==> src/port_direction_pkg.sv <==
// Operation
// RULE1: Every pin of both ports has its own independent direction bit.
// RULE2: Direction bit 0 enables the output buffer; 1 disables it for input.
// RULE3: Reset loads both direction registers with all ones, all pins input.
// RULE4: Direction registers accept whole-byte writes and single-bit set or clear.
// RULE5: Software clears direction and latch bits before timer output use.
// RULE6: Software sets direction bits to one for timer input use.
// RULE7: Port one direction register uses all eight bits, zero to seven.
// RULE8: Port three direction holds bits zero to three; bits four to seven read one.
// RULE9: Output-mode pins drive the latch; input-mode pins stay undriven.
package port_direction_pkg;
  localparam int ADDR_W = 16;
  localparam int DATA_W = 8;
  localparam int PORT_ONE_PINS = 8;
  localparam int PORT_THREE_PINS = 4;
  localparam int BIT_IDX_W = 3;

  localparam logic [15:0] PORT_ONE_DIRECTION_ADDR = 16'hFF21;
  localparam logic [15:0] PORT_THREE_DIRECTION_ADDR = 16'hFF23;
  localparam logic [15:0] PORT_ONE_LATCH_ADDR = 16'hFF01;
  localparam logic [15:0] PORT_THREE_LATCH_ADDR = 16'hFF03;
  localparam logic [15:0] PORT_ONE_LEVEL_ADDR = 16'hFF11;
  localparam logic [15:0] PORT_THREE_LEVEL_ADDR = 16'hFF13;
  localparam logic [15:0] BIT_OP_ADDR = 16'hFF30;

  localparam logic [7:0] DIRECTION_RESET = 8'hFF;
  localparam logic [7:0] LATCH_RESET = 8'h00;
  localparam logic [7:0] LEVEL_RESET = 8'h00;
  localparam logic [7:0] READ_IDLE = 8'h00;
  localparam logic [3:0] PORT_THREE_FIXED_HIGH = 4'hF;

  localparam int BIT_OP_VALUE_POS = 7;
  localparam int BIT_OP_TARGET_LSB = 4;
  localparam int BIT_OP_IDX_LSB = 0;

  localparam logic [1:0] TARGET_ONE_DIRECTION = 2'h0;
  localparam logic [1:0] TARGET_THREE_DIRECTION = 2'h1;
  localparam logic [1:0] TARGET_ONE_LATCH = 2'h2;
  localparam logic [1:0] TARGET_THREE_LATCH = 2'h3;

  localparam logic DIR_OUTPUT = 1'b0;
  localparam logic DIR_INPUT = 1'b1;
endpackage : port_direction_pkg

==> src/port_slice_if.sv <==
`timescale 1ns/1ps
`default_nettype none
interface port_slice_if #(parameter int WIDTH = 8);
  logic [7:0] wr_data;
  logic dir_we;
  logic latch_we;
  logic dir_bit_we;
  logic latch_bit_we;
  logic [2:0] bit_idx;
  logic bit_val;
  logic [WIDTH-1:0] direction;
  logic [WIDTH-1:0] latch;

  modport ctl (output wr_data, dir_we, latch_we, dir_bit_we, latch_bit_we, bit_idx, bit_val,
               input direction, latch);
  modport slice (input wr_data, dir_we, latch_we, dir_bit_we, latch_bit_we, bit_idx, bit_val,
                 output direction, latch);
endinterface : port_slice_if
`default_nettype wire

==> src/port_slice.sv <==
`timescale 1ns/1ps
`default_nettype none
module port_slice
  import port_direction_pkg::*;
#(
  parameter int WIDTH = 8
)
(
  input wire logic mclk,
  input wire logic reset_n,
  input wire logic ce,
  port_slice_if.slice bus
);
  if (WIDTH < 1 || WIDTH > 8)
  begin : g_bad_width
    $error("port_slice WIDTH must be 1 to 8");
  end

  logic [WIDTH-1:0] next_direction;
  logic [WIDTH-1:0] next_latch;

  // A bit operation wins over a byte write; the strobes never coincide anyway
  always_comb
  begin
    next_direction = bus.direction;
    next_latch = bus.latch;
    if (bus.dir_we)
      next_direction = bus.wr_data[WIDTH-1:0]; // RULE4
    if (bus.latch_we)
      next_latch = bus.wr_data[WIDTH-1:0];
    for (int i = 0; i < WIDTH; i++)
    begin
      if (bus.dir_bit_we && bus.bit_idx == 3'(i))
        next_direction[i] = bus.bit_val; // RULE1 RULE4
      if (bus.latch_bit_we && bus.bit_idx == 3'(i))
        next_latch[i] = bus.bit_val;
    end
  end

  always_ff @(posedge mclk or negedge reset_n)
  begin
    if (!reset_n)
    begin
      bus.direction <= DIRECTION_RESET[WIDTH-1:0]; // RULE3
      bus.latch <= LATCH_RESET[WIDTH-1:0];
    end
    else if (ce)
    begin
      bus.direction <= next_direction;
      bus.latch <= next_latch;
    end
  end
endmodule : port_slice
`default_nettype wire

==> src/port_direction_control.sv <==
// The address-and-strobe port was left to the implementer.
`timescale 1ns/1ps
`default_nettype none
module port_direction_control
  import port_direction_pkg::*;
(
  input wire logic mclk,
  input wire logic reset_n,
  input wire logic ce,
  input wire logic [15:0] addr,
  input wire logic [7:0] wr_data,
  input wire logic wr_en,
  input wire logic rd_en,
  output logic [7:0] rd_data,
  input wire logic [7:0] port_one_pin_in,
  output logic [7:0] port_one_pin_out,
  output logic [7:0] port_one_pin_oe_n,
  input wire logic [3:0] port_three_pin_in,
  output logic [3:0] port_three_pin_out,
  output logic [3:0] port_three_pin_oe_n,
  output logic timer_a_input,
  output logic timer_b_input
);
  ////////////////////////////////////////////////////////////////////////////
  // Address decode

  port_slice_if #(.WIDTH(PORT_ONE_PINS)) one_if ();
  port_slice_if #(.WIDTH(PORT_THREE_PINS)) three_if ();

  wire wr_act = ce && wr_en;
  wire hit_one_dir = (addr == PORT_ONE_DIRECTION_ADDR);
  wire hit_three_dir = (addr == PORT_THREE_DIRECTION_ADDR);
  wire hit_one_latch = (addr == PORT_ONE_LATCH_ADDR);
  wire hit_three_latch = (addr == PORT_THREE_LATCH_ADDR);
  wire hit_one_level = (addr == PORT_ONE_LEVEL_ADDR);
  wire hit_three_level = (addr == PORT_THREE_LEVEL_ADDR);
  wire hit_bit_op = (addr == BIT_OP_ADDR);

  wire [1:0] bit_target = wr_data[BIT_OP_TARGET_LSB +: 2];
  wire [2:0] bit_idx = wr_data[BIT_OP_IDX_LSB +: BIT_IDX_W];
  wire bit_val = wr_data[BIT_OP_VALUE_POS];
  wire bit_act = wr_act && hit_bit_op;

  assign one_if.wr_data = wr_data;
  assign one_if.dir_we = wr_act && hit_one_dir; // RULE7
  assign one_if.latch_we = wr_act && hit_one_latch;
  assign one_if.dir_bit_we = bit_act && bit_target == TARGET_ONE_DIRECTION;
  assign one_if.latch_bit_we = bit_act && bit_target == TARGET_ONE_LATCH;
  assign one_if.bit_idx = bit_idx;
  assign one_if.bit_val = bit_val;

  // Upper four data bits of a port three write are dropped inside the slice
  assign three_if.wr_data = wr_data;
  assign three_if.dir_we = wr_act && hit_three_dir; // RULE8
  assign three_if.latch_we = wr_act && hit_three_latch;
  assign three_if.dir_bit_we = bit_act && bit_target == TARGET_THREE_DIRECTION;
  assign three_if.latch_bit_we = bit_act && bit_target == TARGET_THREE_LATCH;
  assign three_if.bit_idx = bit_idx;
  assign three_if.bit_val = bit_val;

  port_slice #(.WIDTH(PORT_ONE_PINS)) u_port_one (
    .mclk(mclk),
    .reset_n(reset_n),
    .ce(ce),
    .bus(one_if.slice)
  );

  port_slice #(.WIDTH(PORT_THREE_PINS)) u_port_three (
    .mclk(mclk),
    .reset_n(reset_n),
    .ce(ce),
    .bus(three_if.slice)
  );

  ////////////////////////////////////////////////////////////////////////////
  // Pins

  // Enable is the direction bit itself, so a direction change reaches the pin
  // in the same edge and no glitch cycle drives a stale level
  assign port_one_pin_oe_n = one_if.direction; // RULE2 RULE9
  assign port_one_pin_out = one_if.latch; // RULE9
  assign port_three_pin_oe_n = three_if.direction; // RULE2 RULE9
  assign port_three_pin_out = three_if.latch; // RULE9

  logic [7:0] one_level;
  logic [3:0] three_level;

  always_ff @(posedge mclk or negedge reset_n)
  begin
    if (!reset_n)
    begin
      one_level <= LEVEL_RESET;
      three_level <= LEVEL_RESET[3:0];
    end
    else if (ce)
    begin
      one_level <= port_one_pin_in;
      three_level <= port_three_pin_in;
    end
  end

  // Timer inputs see the registered pin level whatever the direction
  assign timer_a_input = one_level[7];
  assign timer_b_input = three_level[3];

  ////////////////////////////////////////////////////////////////////////////
  // Read path

  wire [7:0] three_dir_view = {PORT_THREE_FIXED_HIGH, three_if.direction}; // RULE8
  wire [7:0] read_mux =
    hit_one_dir ? one_if.direction :
    hit_three_dir ? three_dir_view :
    hit_one_latch ? one_if.latch :
    hit_three_latch ? {4'h0, three_if.latch} :
    hit_one_level ? one_level :
    hit_three_level ? {4'h0, three_level} :
    READ_IDLE;

  always_ff @(posedge mclk or negedge reset_n)
  begin
    if (!reset_n)
      rd_data <= READ_IDLE;
    else if (ce)
      rd_data <= rd_en ? read_mux : READ_IDLE;
  end

  ////////////////////////////////////////////////////////////////////////////
  // Checks

  wire [7:0] bit_mask = 8'(8'h01 << bit_idx);

  chk_reset_all_input: assert property ( // RULE3
    @(posedge mclk) disable iff (!reset_n)
    !$past(reset_n) |-> (port_one_pin_oe_n == 8'hFF && port_three_pin_oe_n == 4'hF))
    else $error("pins not all input after reset");

  chk_byte_dir_write: assert property ( // RULE4
    @(posedge mclk) disable iff (!reset_n)
    (ce && wr_en && addr == PORT_ONE_DIRECTION_ADDR) |=> port_one_pin_oe_n == $past(wr_data))
    else $error("port one direction byte write lost");

  chk_bit_op_target: assert property ( // RULE1
    @(posedge mclk) disable iff (!reset_n)
    (bit_act && bit_target == TARGET_ONE_DIRECTION)
      |=> ((port_one_pin_oe_n ^ $past(port_one_pin_oe_n)) & ~$past(bit_mask)) == 8'h00
          && (port_one_pin_oe_n & $past(bit_mask)) == ($past(bit_val) ? $past(bit_mask) : 8'h00))
    else $error("bit operation touched wrong direction bits");

  chk_three_fixed_high: assert property ( // RULE8
    @(posedge mclk) disable iff (!reset_n)
    (ce && rd_en && addr == PORT_THREE_DIRECTION_ADDR)
      |=> rd_data == {4'hF, $past(port_three_pin_oe_n)}
    ##1 (rd_data == READ_IDLE || $past(ce && rd_en) || !$past(ce)))
    else $error("port three direction read wrong");

  chk_one_full_width: assert property ( // RULE7
    @(posedge mclk) disable iff (!reset_n)
    (ce && rd_en && addr == PORT_ONE_DIRECTION_ADDR) |=> rd_data == $past(port_one_pin_oe_n))
    else $error("port one direction read wrong");

  chk_output_mode_drive: assert property ( // RULE2
    @(posedge mclk) disable iff (!reset_n)
    (ce && wr_en && addr == PORT_THREE_DIRECTION_ADDR && wr_data[0] == DIR_OUTPUT)
      |=> !port_three_pin_oe_n[0] [*1] ##0 $stable(port_three_pin_out))
    else $error("port three pin zero not driving");

  chk_latch_to_pin: assert property ( // RULE9
    @(posedge mclk) disable iff (!reset_n)
    (ce && wr_en && addr == PORT_ONE_LATCH_ADDR) |=> port_one_pin_out == $past(wr_data))
    else $error("latch write not on pin");

  chk_freeze_low_ce: assert property (
    @(posedge mclk) disable iff (!reset_n)
    !ce |=> $stable(port_one_pin_oe_n) && $stable(port_one_pin_out) && $stable(rd_data))
    else $error("state changed with clock enable low");

  cov_timer_output_setup: cover property (
    @(posedge mclk) disable iff (!reset_n)
    !port_one_pin_oe_n[7] && !port_one_pin_out[7] && !port_three_pin_oe_n[3]);

  cov_bit_clear: cover property (
    @(posedge mclk) disable iff (!reset_n)
    bit_act && !bit_val ##1 rd_en);

  cov_fixed_read: cover property (
    @(posedge mclk) disable iff (!reset_n)
    ce && rd_en && hit_three_dir);
endmodule : port_direction_control
`default_nettype wire

==> config.mk <==
export PLATFORM = sky130hd
export DESIGN_NAME = port_direction_control
export DESIGN_NICKNAME = d
export VERILOG_FILES = /design/src/port_direction_pkg.sv /design/src/port_slice_if.sv /design/src/port_slice.sv /design/src/port_direction_control.sv
export SDC_FILE = /design/constraint.sdc
export NUM_CORES = 1
export LEC_CHECK = 0
export BUFFER_PORTS_ARGS = -buffer_cell sky130_fd_sc_hd__buf_4
export CORE_ASPECT_RATIO = 1.4
export CORE_MARGIN = 3
export CORE_UTILIZATION = 40
export CTS_CLUSTER_DIAMETER = 120
export DETAILED_ROUTE_END_ITERATION = 6
export PLACE_DENSITY_LB_ADDON = 0.05
export SYNTH_ARGS = -nofsm -noshare
export SYNTH_HDL_FRONTEND = slang
export SYNTH_SLANG_ARGS = --single-unit
==> constraint.sdc <==
create_clock -name mclk -period 1.72 [get_ports mclk]
set_input_delay 0.086 -clock mclk [delete_from_list [all_inputs] [get_ports mclk]]
set_output_delay 0.086 -clock mclk [all_outputs]
set_load 0.01 [all_outputs]
==> results.md, run 1 <==
* Achievable Freq at 0.6182 GHz
* Adder-Cell Fraction of Synth Area at 0
* Area Overhead vs Synth at 41.02%
* Vias in the first global route at ~2.9k
* Mux share of post-synthesis cell area at 0.09028
* Reg2reg path depth at 5
* CP startpoint: addr[7]
* CP max FO at 5
* Post-Syn Area at 2730 µm²
* Final Max Slew Viols at 0
* Fill count at around 630
* P_int at 1.537 mW
* Worst Path Buf+Inv at 1
* Yosys warns at 0
* Setup crit end kind: flop
* Post-synthesis simple-gate area fraction at 0.2589
* R2R Path End: rd_data[2]
* Max VDD drop at 387.1 µV
* Hold_ws at slightly above 0.009 ns
* CTS tree: done
* Flop pwr share at 0.518
* Io pins at between 70 and 80
* Port Buffers at between 70 and 80
* Critical Path End: u_port_one.bus.latch[6]
* Routed len/inst at 17.75 µm
* Cell mode on critical path: mux2_2
* Crit path required time at 1.92 ns
* CTS root buf: clkbuf_8
* Reg2reg start: three_level[2]
* Post-synth EDFFs at 0
* Clock sink count at 44
* Worst-path clk slew at 0.09 ns
* Clock tree buffer depth at 2
* RSZ-0062 raised after global routing: no
* Final WL at 8841 µm
* H-tree levels at 2
* Synth Area in Compound Gates at 0.1980
* Clock Latency Late Sink at 0.30 ns
* Cell depth of the worst setup path at 6
* GR Overflow Total at 0
* Synth cell types at 51
* Crit Path Class: input pin to flop
* Mapped Cells at 291
* Drt first pass iters at 4
* Share of post-route cells with drive strength above 1 at 0.4384
* Sequence of cells on the critical path: buf_4 -> or4_4 -> nor2_1 -> and3_1 -> mux2_2 -> mux2_2
* # setup viols final at 0
* Pleak at 1.739 nW
* Pre-CTS WS at -0.2393 ns
* Outcome: complete, no violations
* Chip width at 75.82 µm
* Asr flop ratio synth at 1.000
* Power per cell area at 541.0 nW/µm²
* Max_slew headroom at 0.6197
* N_diodes at 0
* Max stage delay cell, worst path: or4_4
* Tcrit/Tclk final at 0.9404
* GRT Overall Usage at 0.2386
* Die ar. at just under 8000 µm²
* Fin nets at 446
* Die height at 103.8 µm
* # Post-CTS Setup Buffers at 0
* Worst Tran Pin Value at 0.5704 ns
* Setup slack, reg-to-reg at 0.32 ns
* DRC viols at 0
* Routed via count at 2763
* Final ANT Viol Nets at 0
* Register bit count reported by yosys at between 40 and 50
* Iter 0 DRT Violations at approximately 120
* CP arrival at around 1.8 ns
* Startpoint Class: input pin
* Post-route setup slack at just over 0.1 ns
* Ys flop type: dfrtp_1
* Hold WC Path Type: input pin to flop
* Net Sw Power at 0.5455 mW
* Post-Synth XOR/XNOR Area at 0
* Comb power frac at 0.145
* Core Area at 6613 µm²
* Largest net degree at the start of global routing at 45
* Initial cell density of the core at 0.4129
* Clock power share at 0.337
* First-pass GRT wire length at 14500 µm
* Final Hold Vio Count at 0
* Largest family of logic cells by synthesized area: simple AND/OR/NAND/NOR gates
* Final Skew at 0.007918 ns
* Post-Syn Nets at about 330
* Switching Share at 0.2619
* Post-synthesis sequential area ratio at 0.4088
* Via density at 5.548
* CP max stage delay at 0.55 ns
* Max Cap Viol at 0
* Final GP Congestion at 0.8624
* Post-DP HPWL at 7009 µm
* Synth Area per Inst at 9.382 µm²
* FP Rows at 35
* Family with the most delay on the worst path: simple AND/OR/NAND/NOR gates
* Min Tclk post-route at 1.618 ns
* TritonCTS buffer count at 5
* Initial antenna violation count at 0
[worst min path at each step]
stage                        from        endpoint  slack (ns)  cells after the start
4_1_cts        port_one_pin_in[7]    one_level[7]      0.0008                      2
6_report       port_one_pin_in[4]    one_level[4]       0.009                      2
3_5_place_dp              reset_n    one_level[0]        0.13                      1
3_3_place_gp              reset_n  three_level[2]        0.13                      1
2_1_floorplan             reset_n    one_level[0]       -0.21                      0
5_1_grt        port_one_pin_in[6]    one_level[6]       0.008                      2
[layout by cell type, fill, tap and decap left out, types with 7 or more instances in the layout]
| master | instances |
|---|---|
| and4_1 | 7 |
| a31oi_1 | 9 |
| nand2_1 | 20 |
| nor2_1 | 19 |
| nand4_1 | 12 |
| dfstp_2 | 12 |
| dfrtp_1 | 32 |
| o21ai_0 | 15 |
| buf_4 | 123 |
| inv_1 | 11 |
| mux2_2 | 21 |
| a21oi_1 | 10 |
[worst register-to-register path: cells and delay by family (launching register included)]
family	cells	cell delay, ns
flops	1	0.40
compound gates	4	0.72
simple gates	1	0.16
[area by class of cell]
| class | instances | area, µm² | area share |
|---|---|---|---|
| tap | 92 | 115.1 | 0.02990 |
| sequential | 44 | 1116 | 0.2899 |
| multi-input combinational | 216 | 1518 | 0.3942 |
| clock inverter | 2 | 13.76 | 0.003575 |
| inverter | 11 | 41.29 | 0.01072 |
| clock buffer | 6 | 82.58 | 0.02145 |
| timing repair buffer | 127 | 963.4 | 0.2502 |
[power by group through the flow]
stage | combinational [mW] | clock (mW) | sequential (mW)
2_1_floorplan | 0.108 | 0 | 1.09
3_3_place_gp | 0.289 | 0 | 1.10
3_5_place_dp | 0.294 | 0 | 1.10
4_1_cts | 0.300 | 0.731 | 1.08
5_1_grt | 0.331 | 0.768 | 1.08
6_report | 0.301 | 0.702 | 1.08
[cells in the mapped netlist, drive strengths merged, types with 2 or more instances]
library cell  instances  area [µm²]
dfstp                12       315.3
or3                   2       12.51
a221oi                4       35.03
and2b                 3       26.28
clkbuf               16       60.06
or4                   3       26.27
nor3                  6       30.03
o32ai                 2       17.52
nor2                 19       71.32
a31oi                 9       56.30
a211oi                5       37.54
o21a                  6       45.04
and3                  6       37.54
a21oi                10       50.05
and2                  7       45.05
o22ai                 4       25.02
o22a                  3       26.28
nor3b                 5       37.54
nand3b                2       15.01
a2bb2oi               3       26.28
nor4                  3       18.77
a211o                 6       52.55
o211ai                3       22.52
nand4                12       75.07
o31a                  2       17.52
o21bai                4       30.03
mux2                 21       236.5
nand2                20       75.07
and4                  8       70.07
nor4b                 4       53.80
nand3                 4       20.02
inv                  11       41.29
buf                   4       18.76
dfrtp                32       800.8
nor4bb                3       30.03
o21ai                18       90.08
[flip-flops by register name, summed over array words and instances, names as in the netlist]
| name | cells |
|---|---|
| three_level | 4 |
| u_port_three.bus.direction | 4 |
| u_port_one.bus.direction | 8 |
| one_level | 8 |
| u_port_three.bus.latch | 4 |
| u_port_one.bus.latch | 8 |
| rd_data | 8 |
[cell families (layout without fill, tap and decap cells)]
group / Yosys count / in the layout
compound gates: 80 / 80
buf+inv: 31 / 146
flops: 44 / 44
mux: 22 / 22
simple gates: 114 / 114
[layer usage]
metal / GRT usage / vias up / wire (µm)
met1: 0.3005 / 1326 / 3727
met4: 0.08125 / 0 / 245
met3: 0.03301 / 17 / 367
met2: 0.4032 / 84 / 4501
li1: - / 1336 / -
met5: 0 / - / 0
[what timing repair did]
item	CTS	global route
gates resized for setup	0	2
hold endpoints to repair	34	1
hold buffers	3	1
endpoints found under the setup margin	0	2
[stage by stage]
stage / setup TNS (ns) / utilization / area, µm² / instances / power, mW
floorplan: -0.2574 / - / 2753 / 291 / 1.203
global placement: -4.144 / 0.5608 / 3709 / 486 / 1.388
detailed placement: -3.749 / 0.5608 / 3709 / 486 / 1.392
CTS: 0 / 0.5799 / 3835 / 497 / 2.111
global route: 0 / 0.5822 / 3850 / 498 / 2.182
finish: 0 / 0.5822 / 3850 / 498 / 2.083
Power figures use the tool's default switching activity.
==> run 2, diff against run 1 <==
- clock period: 1.72 -> 1.6 ns (I/O delays scaled with it)
==> run 2 against run 1 <==
Effect of this change:
- register-to-register slack got worse by 0.10 ns
- critical path depth did not move
- clock skew rose by 0.0055 ns
- non-clock buffer count rose by 2
- sequential power rose by 7%
- cell count rose by 0.40%
- worst hold slack barely moved
- routed wire length fell by 1.5%
- critical path type unchanged
==> results.md, run 2 (synthesis results as in run 1) <==
* Most frequent cells in the layout: buf_4, dfrtp_1, mux2_2
* Via density at 5.456
* Fill count at 648
* Core Area at 6613 µm²
* Initial antenna violation count at 0
* First-pass GRT wire length at between 10000 and 15000 µm
* GRT met1 Usage at 0.2792
* Clock Latency Late Sink at about 0.3 ns
* Setup crit end kind: flop
* Iter 0 DRT Violations at 98
* CTS tree: done
* Tcrit/Tclk final at 0.9935
* Routed len/inst at approximately 17 µm
* Clock tree buffer depth at 2
* Post-route insts no fill at 500
* TritonCTS buffer count at 5
* Routed via count at 2728
* Clock sink count at 44
* CP arrival at 1.77 ns
* Die height at 103.8 µm
* Final WL at 8709 µm
* Initial cell density of the core at 0.4129
* Post-DP HPWL at 6882 µm
* # setup viols final at 0
* Reg2reg path depth at 5
* H-tree levels at 2
* Fin nets at 448
* Pre-CTS WS at -0.3547 ns
* N_diodes at 0
* Placed cells at 485
* Achievable Freq at 0.6291 GHz
* Final Hold Vio Count at 0
* Final ANT Viol Nets at 0
* Worst Tran Pin Value at between 0.5 and 0.6 ns
* GR Layer Usage met3 at 0.03398
* Setup slack, reg-to-reg at 0.22 ns
* GRT Overall Usage at 0.2262
* Port Buffers at 74
* Most common library cell in the layout ignoring fill and taps: buf_4
* Critical Path End: rd_data[1]
* Sum of negative setup slack at 0 ns
* Startpoint Class: input pin
* Crit path required time at 1.78 ns
* Final Skew at 0.01341 ns
* Largest net degree at the start of global routing at 45
* CP startpoint: addr[7]
* Drt first pass iters at 4
* Reg2reg start: three_level[2]
* R2R Path End: rd_data[2]
* # Post-CTS Setup Buffers at 0
* Post-route setup slack at 0.01040 ns
* Final Max Slew Viols at 0
* Share of post-route cells with drive strength above 1 at 0.4510
* Power per cell area at roughly 560 nW/µm²
* Pleak at 1.753 nW
* GR peak layer: met2
* Min Tclk post-route at between 1.5 and 2 ns
* CTS root buf: clkbuf_8
* FP Rows at 35
* Chip width at 75.82 µm
* Io pins at 75
* GR Overflow Total at 0
* Max VDD drop at 333.4 µV
* Max Cap Viol at 0
* RSZ-0062 raised after global routing: yes
* DRC viols at 0
* Worst-path clk slew at 0.09 ns
* Final GP Congestion at 0.8803
* Crit Path Class: input pin to flop
* Area Overhead vs Synth at 43.35%
* Hold WC Path Type: input pin to flop
* Outcome: complete, no violations
* Die ar. at 7866 µm²
* Max_slew headroom at 0.6076
* CP max FO at 4
* Vias in the first global route at around 2.8k
* Met2 usage at 0.3971
[run 2: through the flow]
stage | hold WS [ns] | area, µm² | util | power (mW)
floorplan | -0.2156 | 2764 | - | 1.295
global placement | 0.1232 | 3710 | 0.5610 | 1.495
detailed placement | 0.1172 | 3710 | 0.5610 | 1.498
CTS | 0.008535 | 3874 | 0.5858 | 2.225
global route | 0.005883 | 3914 | 0.5919 | 2.299
finish | 0.009378 | 3914 | 0.5919 | 2.208
[run 2: layout make-up]
class | instances | area, µm² | share of cell area
clock buffer | 5 | 68.82 | 0.01758
clock inverter | 3 | 18.77 | 0.004795
inverter | 11 | 41.29 | 0.01055
multi-input combinational | 216 | 1560 | 0.3987
sequential | 44 | 1116 | 0.2852
tap | 92 | 115.1 | 0.02941
timing repair buffer | 129 | 993.5 | 0.2538
[run 2: worst min path at each step]
stage / from / to / slack (ns) / depth (start not counted)
CTS: port_three_pin_in[2] / three_level[2] / 0.009 / 2
finish: port_one_pin_in[4] / one_level[4] / 0.009 / 2
global route: port_one_pin_in[4] / one_level[4] / 0.006 / 2
floorplan: reset_n / one_level[0] / -0.22 / 0
global placement: reset_n / three_level[2] / 0.12 / 1
detailed placement: reset_n / three_level[2] / 0.12 / 1
[run 2: critical path: stages]
cell and delay [ns]:
buf_6 0.10, or4_4 0.55, or4_4 0.52, o22a_1 0.21, a221oi_2 0.22, o21ai_1 0.09
[run 2: layer usage]
| layer | up-vias | routed length (µm) |
|---|---|---|
| li1 | 1342 | - |
| met1 | 1294 | 3571 |
| met2 | 85 | 4604 |
| met3 | 7 | 436 |
| met4 | 0 | 96 |
| met5 | - | 0 |
[run 2: power breakdown]
part / internal (mW) / switching, mW
sequential: 1.14 / 0.0175
clock: 0.305 / 0.407
combinational: 0.168 / 0.167
[run 2: repair_timing]
action	4_1_cts	5_1_grt
gates resized for setup	3	11
endpoints found under the setup margin	5	15
endpoints found under the hold margin	38	0
pin swaps	0	3
hold buffers	7	0
cloned	0	0
==> run 3, diff against run 2 <==
- CORE_MARGIN: 3 -> 2
- clock period: 1.6 -> 1.9 ns (I/O delays scaled with it)
==> run 3 against run 2 <==
Effect of this change:
- die area shrank 4.5%
- first-iteration DRC count grew 53%
- non-clock buffer count shrank 25
- cell area shrank 6.6%
- clock skew shrank 0.0034 ns
- cell count shrank 5.0%
- register-to-register slack gained 0.29 ns
- sequential share of layout area grew 2.0 points
- worst hold slack lost 0.0012 ns
- core utilization shrank 3.9 points
- routed wire length shrank 3.7%
- power shrank 14%
- largest cell class unchanged
- largest power group unchanged
==> results.md, run 3 (synthesis results as in run 1) <==
* Final Hold Vio Count at 0
* N_diodes at 0
* Die height at 101.8 µm
* DRC viols at 0
* Final ANT Viol Nets at 0
* First-pass GRT wire length at 13500 µm
* Min Tclk post-route at between 1.5 and 2 ns
* H-tree levels at 2
* CP max stage delay at 0.56 ns
* GR Overflow Total at 0
* Clock Latency Late Sink at roughly 0.30 ns
* Most common library cell in the layout ignoring fill and taps: buf_4
* FP Rows at 35
* Most frequent cells in the layout: buf_4, dfrtp_1, mux2_2
* CP max FO at 4
* Family with the most delay on the worst path: simple AND/OR/NAND/NOR gates
* Final Max Slew Viols at 0
* Routed len/inst at 17.65 µm
* Largest net degree at the start of global routing at 45
* Share of post-route cells with drive strength above 1 at 0.3995
* Reg2reg start: three_level[2]
* CTS root buf: clkbuf_8
* Via density at 5.686
* # setup viols final at 0
* Setup slack, reg-to-reg at slightly above 0.5 ns
* Crit path required time at 2.08 ns
* Iter 0 DRT Violations at 150
* Worst-path clk slew at around 0.080 ns
* Vias in the first global route at 2661
* Worst Tran Pin Value at 0.5765 ns
* Outcome: complete, no violations
* Hold WC Path Type: input pin to flop
* Worst Path Buf+Inv at 1
* Setup crit end kind: flop
* Max Cap Viol at 0
* Max stage delay cell, worst path: or4_1
* Clock tree buffer depth at 2
* Initial cell density of the core at 0.4129
* Final WL at ~8400 µm
* Post-route insts no fill at 475
* Fin nets at 423
* Pleak at around 1.6 nW
* Post-DP HPWL at 6638 µm
* Max VDD drop at 289.6 µV
* GRT Overall Usage at 0.2373
* Clock sink count at 44
* Reg2reg path depth at 5
* Chip width at 73.82 µm
* Placed cells at 466
* TritonCTS buffer count at 5
* Startpoint Class: input pin
* PostCTS Resize Cnt at 0
* Sequence of cells on the critical path: buf_4 -> or4_4 -> or4_1 -> o22a_1 -> a221oi_1 -> o21ai_1
* Die ar. at 7511 µm²
* Tcrit/Tclk final at 0.9031
* Cell depth of the worst setup path at 6
* Io pins at 75
* Pre-CTS WS at -0.1290 ns
* Area Overhead vs Synth at 33.87%
* Fill count at 638
* RSZ-0062 raised after global routing: no
* Power per cell area at approximately 520 nW/µm²
* Max_slew headroom at 0.6157
* CP startpoint: addr[7]
* Critical Path End: rd_data[1]
* CP arrival at 1.89 ns
* Routed via count at 2701
* CTS tree: done
* Final Skew at ~0.01 ns
* R2R Path End: rd_data[2]
* Final GP Congestion at roughly 0.84
* Post-route setup slack at 0.1841 ns
* Port Buffers at 74
* Drt first pass iters at 5
* Crit Path Class: input pin to flop
* Achievable Freq at 0.5828 GHz
* Core Area at 6613 µm²
* Initial antenna violation count at 0
## run 3: worst reg2reg max path, delay by kind of cell (launching register included)
family             cells  cell delay (ns)
and+or+nand+nor        1             0.16
DFF                    1             0.41
AOI/OAI and AO/OA      4             0.70
## run 3: area by class of cell
type | count | area, µm² | share of cell area
repair buffers | 104 | 783.3 | 0.2143
well taps | 92 | 115.1 | 0.03150
clock buffers | 6 | 93.84 | 0.02568
inverters | 11 | 41.29 | 0.01130
multi-input cells | 216 | 1494 | 0.4088
flip-flops and latches | 44 | 1116 | 0.3054
clock inverters | 2 | 11.26 | 0.003081
## run 3: worst min-delay path by stage
stage / startpoint / to / slack [ns] / cells past startpoint
6_report: port_three_pin_in[0] / three_level[0] / 0.008 / 3
3_5_place_dp: reset_n / three_level[2] / 0.14 / 1
4_1_cts: port_three_pin_in[3] / three_level[3] / 0.001 / 3
5_1_grt: port_three_pin_in[0] / three_level[0] / 0.01 / 3
2_1_floorplan: reset_n / one_level[0] / -0.20 / 0
3_3_place_gp: reset_n / three_level[2] / 0.14 / 1
## run 3: stage by stage
stage / util / instance area [µm²] / hold WS, ns / total power [mW] / TNS (ns)
2_1_floorplan: - / 2730 / -0.2006 / 1.089 / 0
4_1_cts: 0.5527 / 3655 / 0.0009931 / 1.931 / 0
5_1_grt: 0.5527 / 3655 / 0.01087 / 1.986 / 0
6_report: 0.5527 / 3655 / 0.008128 / 1.903 / 0
3_3_place_gp: 0.5353 / 3540 / 0.1363 / 1.240 / -0.4001
3_5_place_dp: 0.5353 / 3540 / 0.1397 / 1.244 / -0.5215
## run 3: what timing repair did
action / 4_1_cts / 5_1_grt
endpoints found under the setup margin: 0 / 0
hold buffers: 1 / 0
hold endpoints to repair: 32 / 0
buffers inserted: 0 / 0
## run 3: metal layers
layer	part of all wire	up-vias	GRT usage
li1	-	1288	-
met1	0.41	1314	0.2896
met2	0.53	89	0.4224
met3	0.048	10	0.03582
met4	0.015	0	0.07413
met5	0	-	0
## run 3: where the power goes
group	internal, mW	leakage, nW	switching [mW]
logic	0.118	1.02	0.131
clock network	0.338	0.0566	0.339
registers	0.962	0.545	0.0154
total	1.42	1.62	0.485
